### config.mk
export PLATFORM = sky130hd
export DESIGN_NAME = ftc_time_corr
export DESIGN_NICKNAME = d
export VERILOG_FILES = /design/src/ftc_set_filter.v /design/src/ftc_time_corr.v
export VERILOG_INCLUDE_DIRS = /design/src
export SDC_FILE = /design/constraint.sdc
export NUM_CORES = 1
export LEC_CHECK = 0
export ABC_AREA = 1
export ABC_CLOCK_PERIOD_IN_PS = 3450
export BUFFER_PORTS_ARGS = -buffer_cell sky130_fd_sc_hd__buf_2
export CAP_MARGIN = 10
export CORE_ASPECT_RATIO = 1.75
export CORE_MARGIN = 2
export CORE_UTILIZATION = 35
export DETAILED_ROUTE_END_ITERATION = 7
export GPL_TIMING_DRIVEN = 0
export PLACE_DENSITY = 0.56
export SYNTH_ARGS = -nofsm -noshare
export SYNTH_HDL_FRONTEND = slang
export SYNTH_HIERARCHICAL = 1
export SYNTH_SLANG_ARGS = --single-unit
### constraint.sdc
create_clock -name clk_sys -period 3.45 [get_ports clk_sys]
set_clock_uncertainty 0.2 [all_clocks]
set_input_delay 0.5175 -clock clk_sys [delete_from_list [all_inputs] [get_ports clk_sys]]
set_output_delay 0.5175 -clock clk_sys [all_outputs]
set_load 0.05 [all_outputs]
### src/ftc_defines.vh
// Function
// - sample time, interval, delta at once
// - completion event carries command descriptor address
// - event slot zero, parameter only bit 12
// - word 00h holds system time high
// - word 04h holds system time low
// - word 08h written as zero
// - interval counter in bits 29:16
// - delta in bits 12:0 at 0Ch
// - only physical function shows virtualization capability
// - real runtime and doorbell sets per function
// - filter function accesses to owned sets
// - separate runtime and doorbell base offsets
`ifndef FTC_DEFINES_VH
`define FTC_DEFINES_VH
// command fields
`define FTC_CAP_BIT 12
`define FTC_SUB_GET_TS 3'h1
// context layout
`define FTC_CTX_OFF_HI 64'h0000000000000000
`define FTC_CTX_OFF_LO 64'h0000000000000004
`define FTC_CTX_OFF_RSV 64'h0000000000000008
`define FTC_CTX_OFF_BI 64'h000000000000000C
`define FTC_BI_MSB 29
`define FTC_BI_LSB 16
`define FTC_DT_MSB 12
`define FTC_BEATS 2'h3
// event fields
`define FTC_PARAM_TS 24'h001000
`define FTC_PARAM_NONE 24'h000000
`define FTC_SLOT_ZERO 8'h00
// register byte offsets
`define FTC_REG_CTRL 12'h000
`define FTC_REG_STAT 12'h004
`define FTC_REG_MASK 12'h008
`define FTC_REG_RTSOFF 12'h00C
`define FTC_REG_DBOFF 12'h010
`define FTC_REG_DBMAP 12'h014
`define FTC_REG_IRMAP 12'h018
`define FTC_REG_COUNT 12'h01C
// status bits
`define FTC_ST_DONE 0
`define FTC_ST_ERR 1
`define FTC_ST_DENY 2
`define FTC_ST_W 3
// reset values
`define FTC_RTSOFF_RST 32'h00002000
`define FTC_DBOFF_RST 32'h00003000
`define FTC_OFF_ALIGN 32'hFFFFF000
`define FTC_ZERO32 32'h00000000
`endif

### src/ftc_set_filter.v
`timescale 1ns/1ps
// ownership lookup for runtime and doorbell register sets
module ftc_set_filter #(
  parameter NSETS = 8,
  parameter FW = 3,
  parameter SW = 3
) (
  // access
  input wire [FW-1:0] accFn,
  input wire accIsDb,
  input wire [SW-1:0] accSet,
  // ownership tables, one field per set
  input wire [NSETS*FW-1:0] dbOwner,
  input wire [NSETS*FW-1:0] irOwner,
  // result
  output wire grant
);
  function [FW-1:0] ownerOf;
    input [NSETS*FW-1:0] tbl;
    input [SW-1:0] idx;
    begin
      ownerOf = tbl[idx*FW +: FW];
    end
  endfunction
  wire [FW-1:0] dbOwn;
  wire [FW-1:0] irOwn;
  assign dbOwn = ownerOf(dbOwner, accSet);
  // interrupter set 0 always belongs to the physical function
  assign irOwn = (accSet == {SW{1'b0}}) ? {FW{1'b0}} : ownerOf(irOwner, accSet);
  // each function reaches only its own sets, exclusively
  assign grant = accIsDb ? (dbOwn == accFn) : (irOwn == accFn);
endmodule // ftc_set_filter

### src/ftc_time_corr.v
// The APB interface to the registers and the address map are this design's own decisions.
`timescale 1ns/1ps
`include "ftc_defines.vh"
module ftc_time_corr #(
  parameter NSETS = 8,
  parameter FW = 3,
  parameter SW = 3,
  parameter [7:0] CODE_OK = 8'h01,
  parameter [7:0] CODE_BAD = 8'h05
) (
  // clock and reset
  input wire clk_sys,
  input wire rst,
  // apb slave
  input wire psel,
  input wire penable,
  input wire pwrite,
  input wire [11:0] paddr,
  input wire [31:0] pwdata,
  output reg [31:0] prdata,
  output reg pready,
  output reg pslverr,
  // command in
  input wire cmdValid,
  output reg cmdReady,
  input wire [63:0] cmdAddr,
  input wire [63:0] cmdCtxPtr,
  input wire [15:0] cmdCapSel,
  input wire [2:0] cmdSubtype,
  input wire [7:0] cmdSlot,
  input wire [4:0] cmdEp,
  input wire cmdIsSet,
  // time sources
  input wire [63:0] sysTime,
  input wire [13:0] busInterval,
  input wire [12:0] deltaTime,
  // memory write
  output reg memValid,
  input wire memReady,
  output reg [63:0] memAddr,
  output reg [31:0] memData,
  // completion event
  output reg evtValid,
  input wire evtReady,
  output reg [63:0] evtCmdPtr,
  output reg [7:0] evtSlot,
  output reg [23:0] evtParam,
  output reg [7:0] evtCode,
  // function access check
  input wire accValid,
  input wire [FW-1:0] accFn,
  input wire accIsDb,
  input wire [SW-1:0] accSet,
  output reg accGrant,
  output reg accDone,
  output reg virtCapVisible,
  // interrupt
  output reg irq
);
  localparam [3:0] ST_IDLE = 4'b0001;
  localparam [3:0] ST_WR = 4'b0010;
  localparam [3:0] ST_EVT = 4'b0100;
  localparam [3:0] ST_PRE = 4'b1000;

  reg [3:0] state_q;
  reg [3:0] state_d;
  reg [1:0] beat_q;
  reg [63:0] ctx_q;
  reg [63:0] cmdPtr_q;
  reg good_q;
  reg [63:0] tsTime_q;
  reg [13:0] tsBi_q;
  reg [12:0] tsDt_q;
  reg enable_q;
  reg [`FTC_ST_W-1:0] stat_q;
  reg [`FTC_ST_W-1:0] mask_q;
  reg [31:0] rtsOff_q;
  reg [31:0] dbOff_q;
  reg [NSETS*FW-1:0] dbMap_q;
  reg [NSETS*FW-1:0] irMap_q;
  reg [31:0] count_q;

  wire setupPh;
  wire accessPh;
  wire wrEn;
  wire take;
  wire cmdOk;
  wire grantW;
  wire evDone;
  wire evErr;
  wire evDeny;
  wire [`FTC_ST_W-1:0] evVec;
  wire [`FTC_ST_W-1:0] w1c;
  wire [`FTC_ST_W-1:0] stat_d;

  assign setupPh = psel & ~penable;
  assign accessPh = psel & penable;
  assign wrEn = accessPh & pwrite & pready;

  function mapped;
    input [11:0] a;
    begin
      case (a)
        `FTC_REG_CTRL, `FTC_REG_STAT, `FTC_REG_MASK, `FTC_REG_RTSOFF,
        `FTC_REG_DBOFF, `FTC_REG_DBMAP, `FTC_REG_IRMAP, `FTC_REG_COUNT: mapped = 1'b1;
        default: mapped = 1'b0;
      endcase
    end
  endfunction

  // context word by beat; word 08h stays zero
  function [31:0] ctxWord;
    input [1:0] b;
    input [63:0] t;
    input [13:0] bi;
    input [12:0] dt;
    begin
      case (b)
        2'h0: ctxWord = t[63:32];
        2'h1: ctxWord = t[31:0];
        2'h2: ctxWord = `FTC_ZERO32;
        default: begin
          ctxWord = `FTC_ZERO32;
          ctxWord[`FTC_BI_MSB:`FTC_BI_LSB] = bi;
          ctxWord[`FTC_DT_MSB:0] = dt;
        end
      endcase
    end
  endfunction

  function [63:0] ctxOff;
    input [1:0] b;
    begin
      case (b)
        2'h0: ctxOff = `FTC_CTX_OFF_HI;
        2'h1: ctxOff = `FTC_CTX_OFF_LO;
        2'h2: ctxOff = `FTC_CTX_OFF_RSV;
        default: ctxOff = `FTC_CTX_OFF_BI;
      endcase
    end
  endfunction

  // malformed queries complete with an error code and write nothing
  assign cmdOk = cmdCapSel[`FTC_CAP_BIT] & ~cmdIsSet & (cmdSubtype == `FTC_SUB_GET_TS)
    & (cmdSlot == 8'h00) & (cmdEp == 5'h00);
  assign take = cmdValid & cmdReady;

  always @* begin
    state_d = state_q;
    case (state_q)
      ST_IDLE: begin
        if (take) begin
          state_d = cmdOk ? ST_PRE : ST_EVT;
        end
      end
      ST_PRE: state_d = ST_WR;
      ST_WR: begin
        // event follows only after the last context write is accepted
        if (memValid & memReady & (beat_q == `FTC_BEATS)) begin
          state_d = ST_EVT;
        end
      end
      ST_EVT: begin
        if (evtValid & evtReady) begin
          state_d = ST_IDLE;
        end
      end
      default: state_d = ST_IDLE;
    endcase
  end

  always @(posedge clk_sys) begin
    if (rst) begin
      state_q <= ST_IDLE;
      beat_q <= 2'h0;
      ctx_q <= 64'h0000000000000000;
      cmdPtr_q <= 64'h0000000000000000;
      good_q <= 1'b0;
      tsTime_q <= 64'h0000000000000000;
      tsBi_q <= 14'h0000;
      tsDt_q <= 13'h0000;
      cmdReady <= 1'b0;
      memValid <= 1'b0;
      memAddr <= 64'h0000000000000000;
      memData <= `FTC_ZERO32;
      evtValid <= 1'b0;
      evtCmdPtr <= 64'h0000000000000000;
      evtSlot <= 8'h00;
      evtParam <= 24'h000000;
      evtCode <= 8'h00;
    end else begin
      state_q <= state_d;
      cmdReady <= enable_q & (state_d == ST_IDLE) & ~take;
      if (take) begin
        ctx_q <= cmdCtxPtr;
        cmdPtr_q <= cmdAddr;
        good_q <= cmdOk;
        // one-cycle snapshot of all three time values
        tsTime_q <= sysTime;
        tsBi_q <= busInterval;
        tsDt_q <= deltaTime;
        beat_q <= 2'h0;
      end
      if (state_q == ST_PRE) begin
        memValid <= 1'b1;
        memAddr <= ctx_q + ctxOff(beat_q);
        memData <= ctxWord(beat_q, tsTime_q, tsBi_q, tsDt_q);
      end
      if ((state_q == ST_WR) & memValid & memReady) begin
        if (beat_q == `FTC_BEATS) begin
          memValid <= 1'b0;
        end else begin
          beat_q <= beat_q + 2'h1;
          memAddr <= ctx_q + ctxOff(beat_q + 2'h1);
          memData <= ctxWord(beat_q + 2'h1, tsTime_q, tsBi_q, tsDt_q);
        end
      end
      if ((state_d == ST_EVT) & (state_q != ST_EVT)) begin
        evtValid <= 1'b1;
        evtCmdPtr <= (state_q == ST_IDLE) ? cmdAddr : cmdPtr_q;
        evtSlot <= `FTC_SLOT_ZERO;
        evtParam <= ((state_q == ST_IDLE) ? cmdOk : good_q) ? `FTC_PARAM_TS
          : `FTC_PARAM_NONE;
        evtCode <= ((state_q == ST_IDLE) ? cmdOk : good_q) ? CODE_OK : CODE_BAD;
      end else if (evtValid & evtReady) begin
        evtValid <= 1'b0;
      end
    end
  end

  ftc_set_filter #(
    .NSETS(NSETS),
    .FW(FW),
    .SW(SW)
  ) u_filter (
    .accFn(accFn),
    .accIsDb(accIsDb),
    .accSet(accSet),
    .dbOwner(dbMap_q),
    .irOwner(irMap_q),
    .grant(grantW)
  );

  // per-function runtime and doorbell sets are decoded here, not emulated
  always @(posedge clk_sys) begin
    if (rst) begin
      accGrant <= 1'b0;
      accDone <= 1'b0;
      virtCapVisible <= 1'b0;
    end else begin
      accDone <= accValid;
      accGrant <= accValid & grantW;
      virtCapVisible <= accFn == {FW{1'b0}};
    end
  end

  assign evDone = evtValid & evtReady & (evtCode == CODE_OK);
  assign evErr = evtValid & evtReady & (evtCode != CODE_OK);
  assign evDeny = accValid & ~grantW;
  assign evVec = {evDeny, evErr, evDone};
  assign w1c = (wrEn & (paddr == `FTC_REG_STAT)) ? pwdata[`FTC_ST_W-1:0]
    : {`FTC_ST_W{1'b0}};
  // a new event wins over a clear in the same cycle
  assign stat_d = (stat_q & ~w1c) | evVec;

  always @(posedge clk_sys) begin
    if (rst) begin
      enable_q <= 1'b0;
      stat_q <= {`FTC_ST_W{1'b0}};
      mask_q <= {`FTC_ST_W{1'b0}};
      rtsOff_q <= `FTC_RTSOFF_RST;
      dbOff_q <= `FTC_DBOFF_RST;
      dbMap_q <= {NSETS*FW{1'b0}};
      irMap_q <= {NSETS*FW{1'b0}};
      count_q <= `FTC_ZERO32;
      irq <= 1'b0;
      pready <= 1'b0;
      pslverr <= 1'b0;
      prdata <= `FTC_ZERO32;
    end else begin
      stat_q <= stat_d;
      irq <= |(stat_d & mask_q);
      pready <= 1'b1;
      if (evDone) begin
        count_q <= count_q + 32'h00000001;
      end
      if (setupPh) begin
        pslverr <= ~mapped(paddr);
        case (paddr)
          `FTC_REG_CTRL: prdata <= {31'h00000000, enable_q};
          `FTC_REG_STAT: prdata <= {29'h00000000, stat_q};
          `FTC_REG_MASK: prdata <= {29'h00000000, mask_q};
          `FTC_REG_RTSOFF: prdata <= rtsOff_q;
          `FTC_REG_DBOFF: prdata <= dbOff_q;
          `FTC_REG_DBMAP: prdata <= {{(32-NSETS*FW){1'b0}}, dbMap_q};
          `FTC_REG_IRMAP: prdata <= {{(32-NSETS*FW){1'b0}}, irMap_q};
          `FTC_REG_COUNT: prdata <= count_q;
          default: prdata <= `FTC_ZERO32;
        endcase
      end
      if (wrEn) begin
        case (paddr)
          `FTC_REG_CTRL: enable_q <= pwdata[0];
          `FTC_REG_MASK: mask_q <= pwdata[`FTC_ST_W-1:0];
          // independent page-aligned bases for runtime and doorbell groups
          `FTC_REG_RTSOFF: rtsOff_q <= pwdata & `FTC_OFF_ALIGN;
          `FTC_REG_DBOFF: dbOff_q <= pwdata & `FTC_OFF_ALIGN;
          `FTC_REG_DBMAP: dbMap_q <= pwdata[NSETS*FW-1:0];
          `FTC_REG_IRMAP: irMap_q <= pwdata[NSETS*FW-1:0];
          default: ;
        endcase
      end
    end
  end
endmodule // ftc_time_corr

==> After elaboration in Yosys (flattened, before gate mapping) <==
Memories as Yosys holds them, arrays and structs flattened.
Cells that the tools add are included.
{ "word_totals": {"romBits": 32, "in_bits": 312, "output_inout_bits": 241, "latchBits": 0, "memories": 1, "mem_bits_rw": 0, "regBits": 586, "word_cells": 150} }
{ "op_classes": {"addsub": 4, "shifts": 2, "magnitude_cmp": 0, "mux": 40, "mul": 1, "reduce_logical": 16, "bitwise_logic": 31, "eq_ne": 24, "div_mod_pow": 0} }
{ "mem_list": {"columns": ["name", "depth", "word_bits", "read_ports", "rd_clocked_by_memory_dff", "wr", "line_no", "source"], "rows": [
  ["(name not given)", 32, 1, 1, 0, 0, "ftc_time_corr.v:103", "case (a)"]
]} }
{ "ops": {"columns": ["cell", "n"], "rows": [
  ["64-bit 2-to-1 mux", 9],
  ["32-bit case mux with 8 select lines", 1],
  ["32-bit case mux with 3 select lines", 2],
  ["64-bit adder", 2],
  ["32-bit 2-to-1 mux", 3],
  ["12-bit by 5-bit == test with 1-bit output (second input constant)", 4],
  ["24-bit by 6-bit indexed part select with 3-bit output", 2],
  ["32-bit by 1-bit adder with 32-bit output (second input constant)", 1],
  ["12-bit by 4-bit == test with 1-bit output (second input constant)", 2],
  ["4-bit case mux with 3 select lines", 2],
  ["1-bit bitwise AND", 22],
  ["4-bit 2-to-1 mux", 4],
  ["4-bit case mux with 4 select lines", 1],
  ["13-bit 2-to-1 mux", 1],
  ["12-bit by 3-bit == test with 1-bit output (second input constant)", 1],
  ["12-bit zero test", 1],
  ["2-bit AND reduction", 6],
  ["1-bit 2-to-1 mux", 11],
  ["3-bit 2-to-1 mux", 3],
  ["4-bit by 1-bit == test with 1-bit output (second input constant)", 2],
  ["4-bit by 3-bit == test with 1-bit output (second input constant)", 2],
  ["8-bit by 1-bit == test with 1-bit output (second input constant)", 1],
  ["8-bit zero test", 1],
  ["8-bit by 1-bit != test with 1-bit output (second input constant)", 1],
  ["other kinds (20)", 33]
]} }

==> Longest topological paths before layout <==
{ "logic_depth": {"ltp_word": 11, "ltp_mapped": 19, "mapped_depth_nobuf": 18} }

==> Hierarchy <==
Netlist, hierarchy kept.
{ "by_module_without_submodules": {"columns": ["module", "area_each_um2", "cells_each", "seq_area_each_um2", "instances"], "rows": [
  ["ftc_time_corr", 26756.9, 3979, 11150.7, 1],
  ["ftc_set_filter", 535.5, 121, 0.0, 1]
]} }

==> Worst setup path after synthesis <==
Ideal clock, no wire load.
{ "synth_path": {"path_kind": "register to register", "from": "register beat_q[0]", "to": "register memAddr[31]", "slack_ns": 0.556, "path_stages_with_launch": 14, "n_path_buf": 2, "t_arrival_ns": 2.562, "period_less_slack_ns": 2.894, "setup_ns": 0.132, "required_ns": 3.118, "cell_sequence": "dfxtp_1 ha_1 clkbuf_1 clkbuf_1 or2_2 ha_1 nand3_1 nand2_1 nand2_1 nor2_1 nand2_1 xor2_1 o21ai_0 a21oi_1"} }
{ "synth_via": {"elab_chain_cells": 9, "elab_cells_between_ends": 20, "classes_between": "3 x add/sub; 5 x eq/ne; 10 x mux; 2 x reduce/logical"} }
{ "synth_rtl": {"columns": ["element", "line_no", "source"], "rows": [
  ["start, declared", "ftc_time_corr.v:67", "reg [1:0] beat_q;"],
  ["start signal, assigned", "ftc_time_corr.v:213", "beat_q <= beat_q + 2'h1;"],
  ["2-bit by 1-bit adder with 2-bit output", "ftc_time_corr.v:214", "memAddr <= ctx_q + ctxOff(beat_q + 2'h1);"],
  ["2-bit == test, or another cell as far along", "ftc_time_corr.v:134", "case (b)"],
  ["4-bit case mux with 3 select lines", "ftc_time_corr.v:134", null],
  ["64-bit 2-to-1 mux", "ftc_time_corr.v:210", "if (beat_q == `FTC_BEATS) begin"],
  ["64-bit 2-to-1 mux", "ftc_time_corr.v:209", "if ((state_q == ST_WR) & memValid & memReady) begin"],
  ["64-bit 2-to-1 mux", "ftc_time_corr.v:173", "if (rst) begin"],
  ["64-bit adder", "ftc_time_corr.v:214", null],
  ["64-bit 2-to-1 mux", "ftc_time_corr.v:210", null],
  ["64-bit 2-to-1 mux (*)", "ftc_time_corr.v:209", null],
  ["end signal, assigned", "ftc_time_corr.v:206", "memAddr <= ctx_q + ctxOff(beat_q);"],
  ["end signal, assigned", "ftc_time_corr.v:214", null],
  ["end, declared", "ftc_time_corr.v:40", "output reg [63:0] memAddr,"]
]} }
Mark *: on every way between the ends. The rest lies on a longest branch, timed or not. The select of a mux whose other input is x is not followed.
A chain may end at the register's enable or synchronous reset.

==> Worst setup path in the final report <==
{ "layout_path": {"from": "register beat_q[0]", "to": "register memAddr[61]"} }
Same word-level chain as after synthesis.

==> metrics.md <==
| Metric | Value |
|---|---|
| CP max stage delay | `~1.1 ns` |
| Die height | `373 µm` |
| Period utilization | `a little over nine tenths` |
| Multi-input logic area | `13500 µm²` |
| Drt wl/cell | `22.8 µm` |
| Final Hold Violating Endpoints | `0` |
| Rows | `135` |
| Hold WC Path Type | `input pin to register` |
| Met1 WL | `47700 µm` |
| WL met2 | `67700 µm` |
| Status | `completed` |
| Overflow after GRT | `0` |
| Antenna Nets Post-Route | `0` |
| Number of global-route vias before repair | `31200` |
| # fillers | `8323` |
| Top-level I/O count | `553` |
| Kind of critical path | `register to register` |
| Clk Tree Root Cell | `clkbuf_16` |
| Slew Limit Fails | `0` |
| Met3 WL | `between 9000 and 10000 µm` |
| Layout Nets | `5267` |
| DR iter-0 viols | `2263` |
| Ys flop type | `dfxtp_1` |
| Number of synthesized flops with an enable pin | `0` |
| Register Area | `11200 µm²` |
| Num CTS Buffers | `58` |
| Reg2reg path depth | `7` |
| Area leader, netlist | `dfxtp_1` |
| Cell mode on critical path | `nand2_1` |
| RSZ-0062 raised after global routing | `false` |
| DRC | `0` |
| I/O Buffers | `499` |
| Ys async rst share | `0%` |
| Buffers and inverters on the worst path | `2` |
| Placed cell areas | `31200 µm²` |
| WL final | `137000 µm` |
| Clock Path Buffers | `3` |
| Hold Path End | `tsTime_q[2]$_SDFFE_PP0P_` |
| Kind of cell adding the most delay to the critical path | `buffers and inverters` |
| Max VDD drop | `approximately 0.00038 V` |
| Hold WS | `0.0183 ns` |
| # Max-Cap Violations | `0` |
| Crit path cell chain | `ha_1 -> clkinv_1 -> nand2_1 -> clkbuf_1 -> nand2_1 -> a21oi_1 -> nor2_1` |
| Min-delay src | `sysTime[2]` |
| Sequential share of the synthesized area | `40.9%` |
| TNS Setup | `0 ns` |
| Power Dens Cells | `397 nW/µm²` |
| CP max FO | `10` |
| Syn Inst Count | `4100` |
| Worst Setup SP | `beat_q[0]$_SDFF_PP0_` |
| Fin area | `35700 µm²` |
| CP endpoint kind | `register` |
| Core Area | `about 77000 µm²` |
| Hold depth | `3` |
| Drt pass-1 iters | `8` |
| Max Clock Freq | `0.301 GHz` |
| Initial core utilization | `roughly a third` |
| Worst-Margin Slew | `1.37 ns` |
| H-tree levels | `2` |
| Fin crit period | `3.32 ns` |
| Final setup violation count | `0` |
| Total power | `approximately 14000 µW` |
| Via Count | `31400` |
| Layout cells sized above 1 | `~15%` |
| Mean Syn Cell Area | `about 6.7 µm²` |
| First-pass GRT wire length | `197000 µm` |
| CTS tree | `built` |
| R2r startpoint | `beat_q[0]$_SDFF_PP0_` |
| Final RePlAce weighted congestion | `1.00` |
| Vias/cell | `5.22` |
| Total global-route track usage | `32.9%` |
| Slew margin rel. | `~8.5%` |
| CTS sink cnt | `557` |
| Top sig layer | `met5` |
| Clock transition at path regs | `0.07 ns` |
| WP data arrival | `~3.7 ns` |
| Worst-Skew Late Latency | `0.68 ns` |
| Ranking of synthesized cells by area | `dfxtp_1 (41%), nand2_1 (11%), o21ai_0 (9.9%), nand3_1 (7.8%), nor2_1 (6.6%)` |
| R2R Path End | `memAddr[61]$_SDFF_PP0_` |
| Final core utilization | `46.2%` |
| Slowest CP cell | `clkbuf_1` |
| Worst Path Required | `3.79 ns` |
| HPWL Detailed | `108000 µm` |
| Die area | `80300 µm²` |
| Worst Setup Start Kind | `register` |
| R2r setup slk | `0.13 ns` |
| Top cell type's share of synthesized area | `40.9%` |
| Initial antenna violation count | `7` |
| Ys Warns | `6` |
| Pin count of the biggest net entering global routing | `20` |
| #FFs+latches synth | `557` |
| Leak Pwr | `0.0143 µW` |
| Area grow syn2layout | `30.9%` |
| Mapped Area | `27300 µm²` |
| Netlist cell types | `47` |
| Chip width | `215 µm` |
-- synthesized netlist by cell type (21+ instances only) --
cell type / n
o211ai_1: 21
o21ai_0: 539
o22ai_1: 55
xor2_1: 32
a21oi_1: 280
buf_2: 33
nand3_1: 423
nand2_1: 806
nor3_1: 31
clkbuf_1: 172
nor2_1: 482
buf_4: 47
inv_1: 421
dfxtp_1: 557
nand4_1: 33
-- worst register-to-register path: stages (launching register included) --
cell      delay, ns
dfxtp_2        0.40
ha_1           0.17
clkinv_1       0.28
nand2_1        0.71
clkbuf_1       1.08
nand2_1        0.13
a21oi_1        0.17
nor2_1         0.06
-- kinds of logic (layout without fill, tap and decap cells) --
family                   Yosys count  in the layout  share of synthesized area (%)
adder cells (fa/ha/maj)           13             13                          0.651
other                              1             42                         0.0137
buffers and inverters            700           1550                           10.5
AO/OA/AOI/OAI                    948            948                           18.1
XOR/XNOR                          36             36                           1.16
flip-flops                       557            557                           40.9
AND/OR/NAND/NOR                 1845           1845                           28.7
-- state kept, by name, indices dropped and copies added (netlist names), 2 cells and up --
name / count
tsDt_q: 13
tsBi_q: 14
evtCode: 2
beat_q: 2
irMap_q: 24
evtCmdPtr: 64
memData: 32
prdata: 32
state_q: 4
count_q: 32
stat_q: 3
tsTime_q: 64
cmdPtr_q: 64
mask_q: 3
dbMap_q: 24
memAddr: 64
dbOff_q: 20
ctx_q: 64
rtsOff_q: 20
-- layout make-up --
| type | count | area share (%) |
|---|---|---|
| timing repair buffer | 748 | 14.0 |
| clock inverter | 17 | 0.788 |
| buffer | 267 | 3.45 |
| multi-input combinational | 2879 | 37.7 |
| clock buffer | 87 | 4.68 |
| antenna | 5 | 0.0350 |
| tap | 1027 | 3.60 |
| inverter | 431 | 4.54 |
| sequential | 557 | 31.2 |
-- worst max-delay path by stage --
stage                              to  slack, ns  depth (start not counted)
6_report       memAddr[61]$_SDFF_PP0_       0.13                          7
5_1_grt        memAddr[38]$_SDFF_PP0_      0.002                         19
4_1_cts        memAddr[31]$_SDFF_PP0_      -0.04                         13
3_5_place_dp   memAddr[44]$_SDFF_PP0_      -0.89                         14
3_3_place_gp   memAddr[44]$_SDFF_PP0_      -0.85                         14
2_1_floorplan  memAddr[31]$_SDFF_PP0_       0.56                         13
-- cells in the final DEF, fill, tap and decap left out, types with 187 or more instances in the layout --
| cell type | instances |
|---|---|
| a21oi_1 | 280 |
| buf_2 | 532 |
| clkbuf_1 | 187 |
| dfxtp_1 | 555 |
| dlygate4sd3_1 | 245 |
| inv_1 | 419 |
| nand2_1 | 803 |
| nand3_1 | 421 |
| nor2_1 | 477 |
| o21ai_0 | 539 |
-- timing repair --
item / CTS / global route
hold endpoints to repair: 258 / 0
resized for setup: 18 / 9
buffers inserted: 3 / 0
pin swaps: 2 / 0
hold buffers: 245 / 0
endpoints found under the setup margin: 49 / 22
-- report_power, final --
part | internal [µW] | switching (µW) | total (µW)
Clock | 3790 | 2940 | 6730
Sequential | 6430 | 1.51 | 6430
Combinational | 415 | 609 | 1020
Total | 10600 | 3550 | 14200
-- metal layers --
metal | vias up | track usage [%]
met2 | 1375 | 59.5
met4 | 4 | 26.0
met5 | - | 0
li1 | 15000 | -
met3 | 453 | 5.76
met1 | 14600 | 33.1
-- through the flow --
stage / setup WS [ns] / instances
finish: 0.127 / 6018
global route: 0.00180 / 6015
CTS: -0.0440 / 6014
detailed placement: -0.887 / 5663
global placement: -0.851 / 5662
floorplan: 0.556 / 4136
Note: power is estimated with default switching activity, not from simulation.
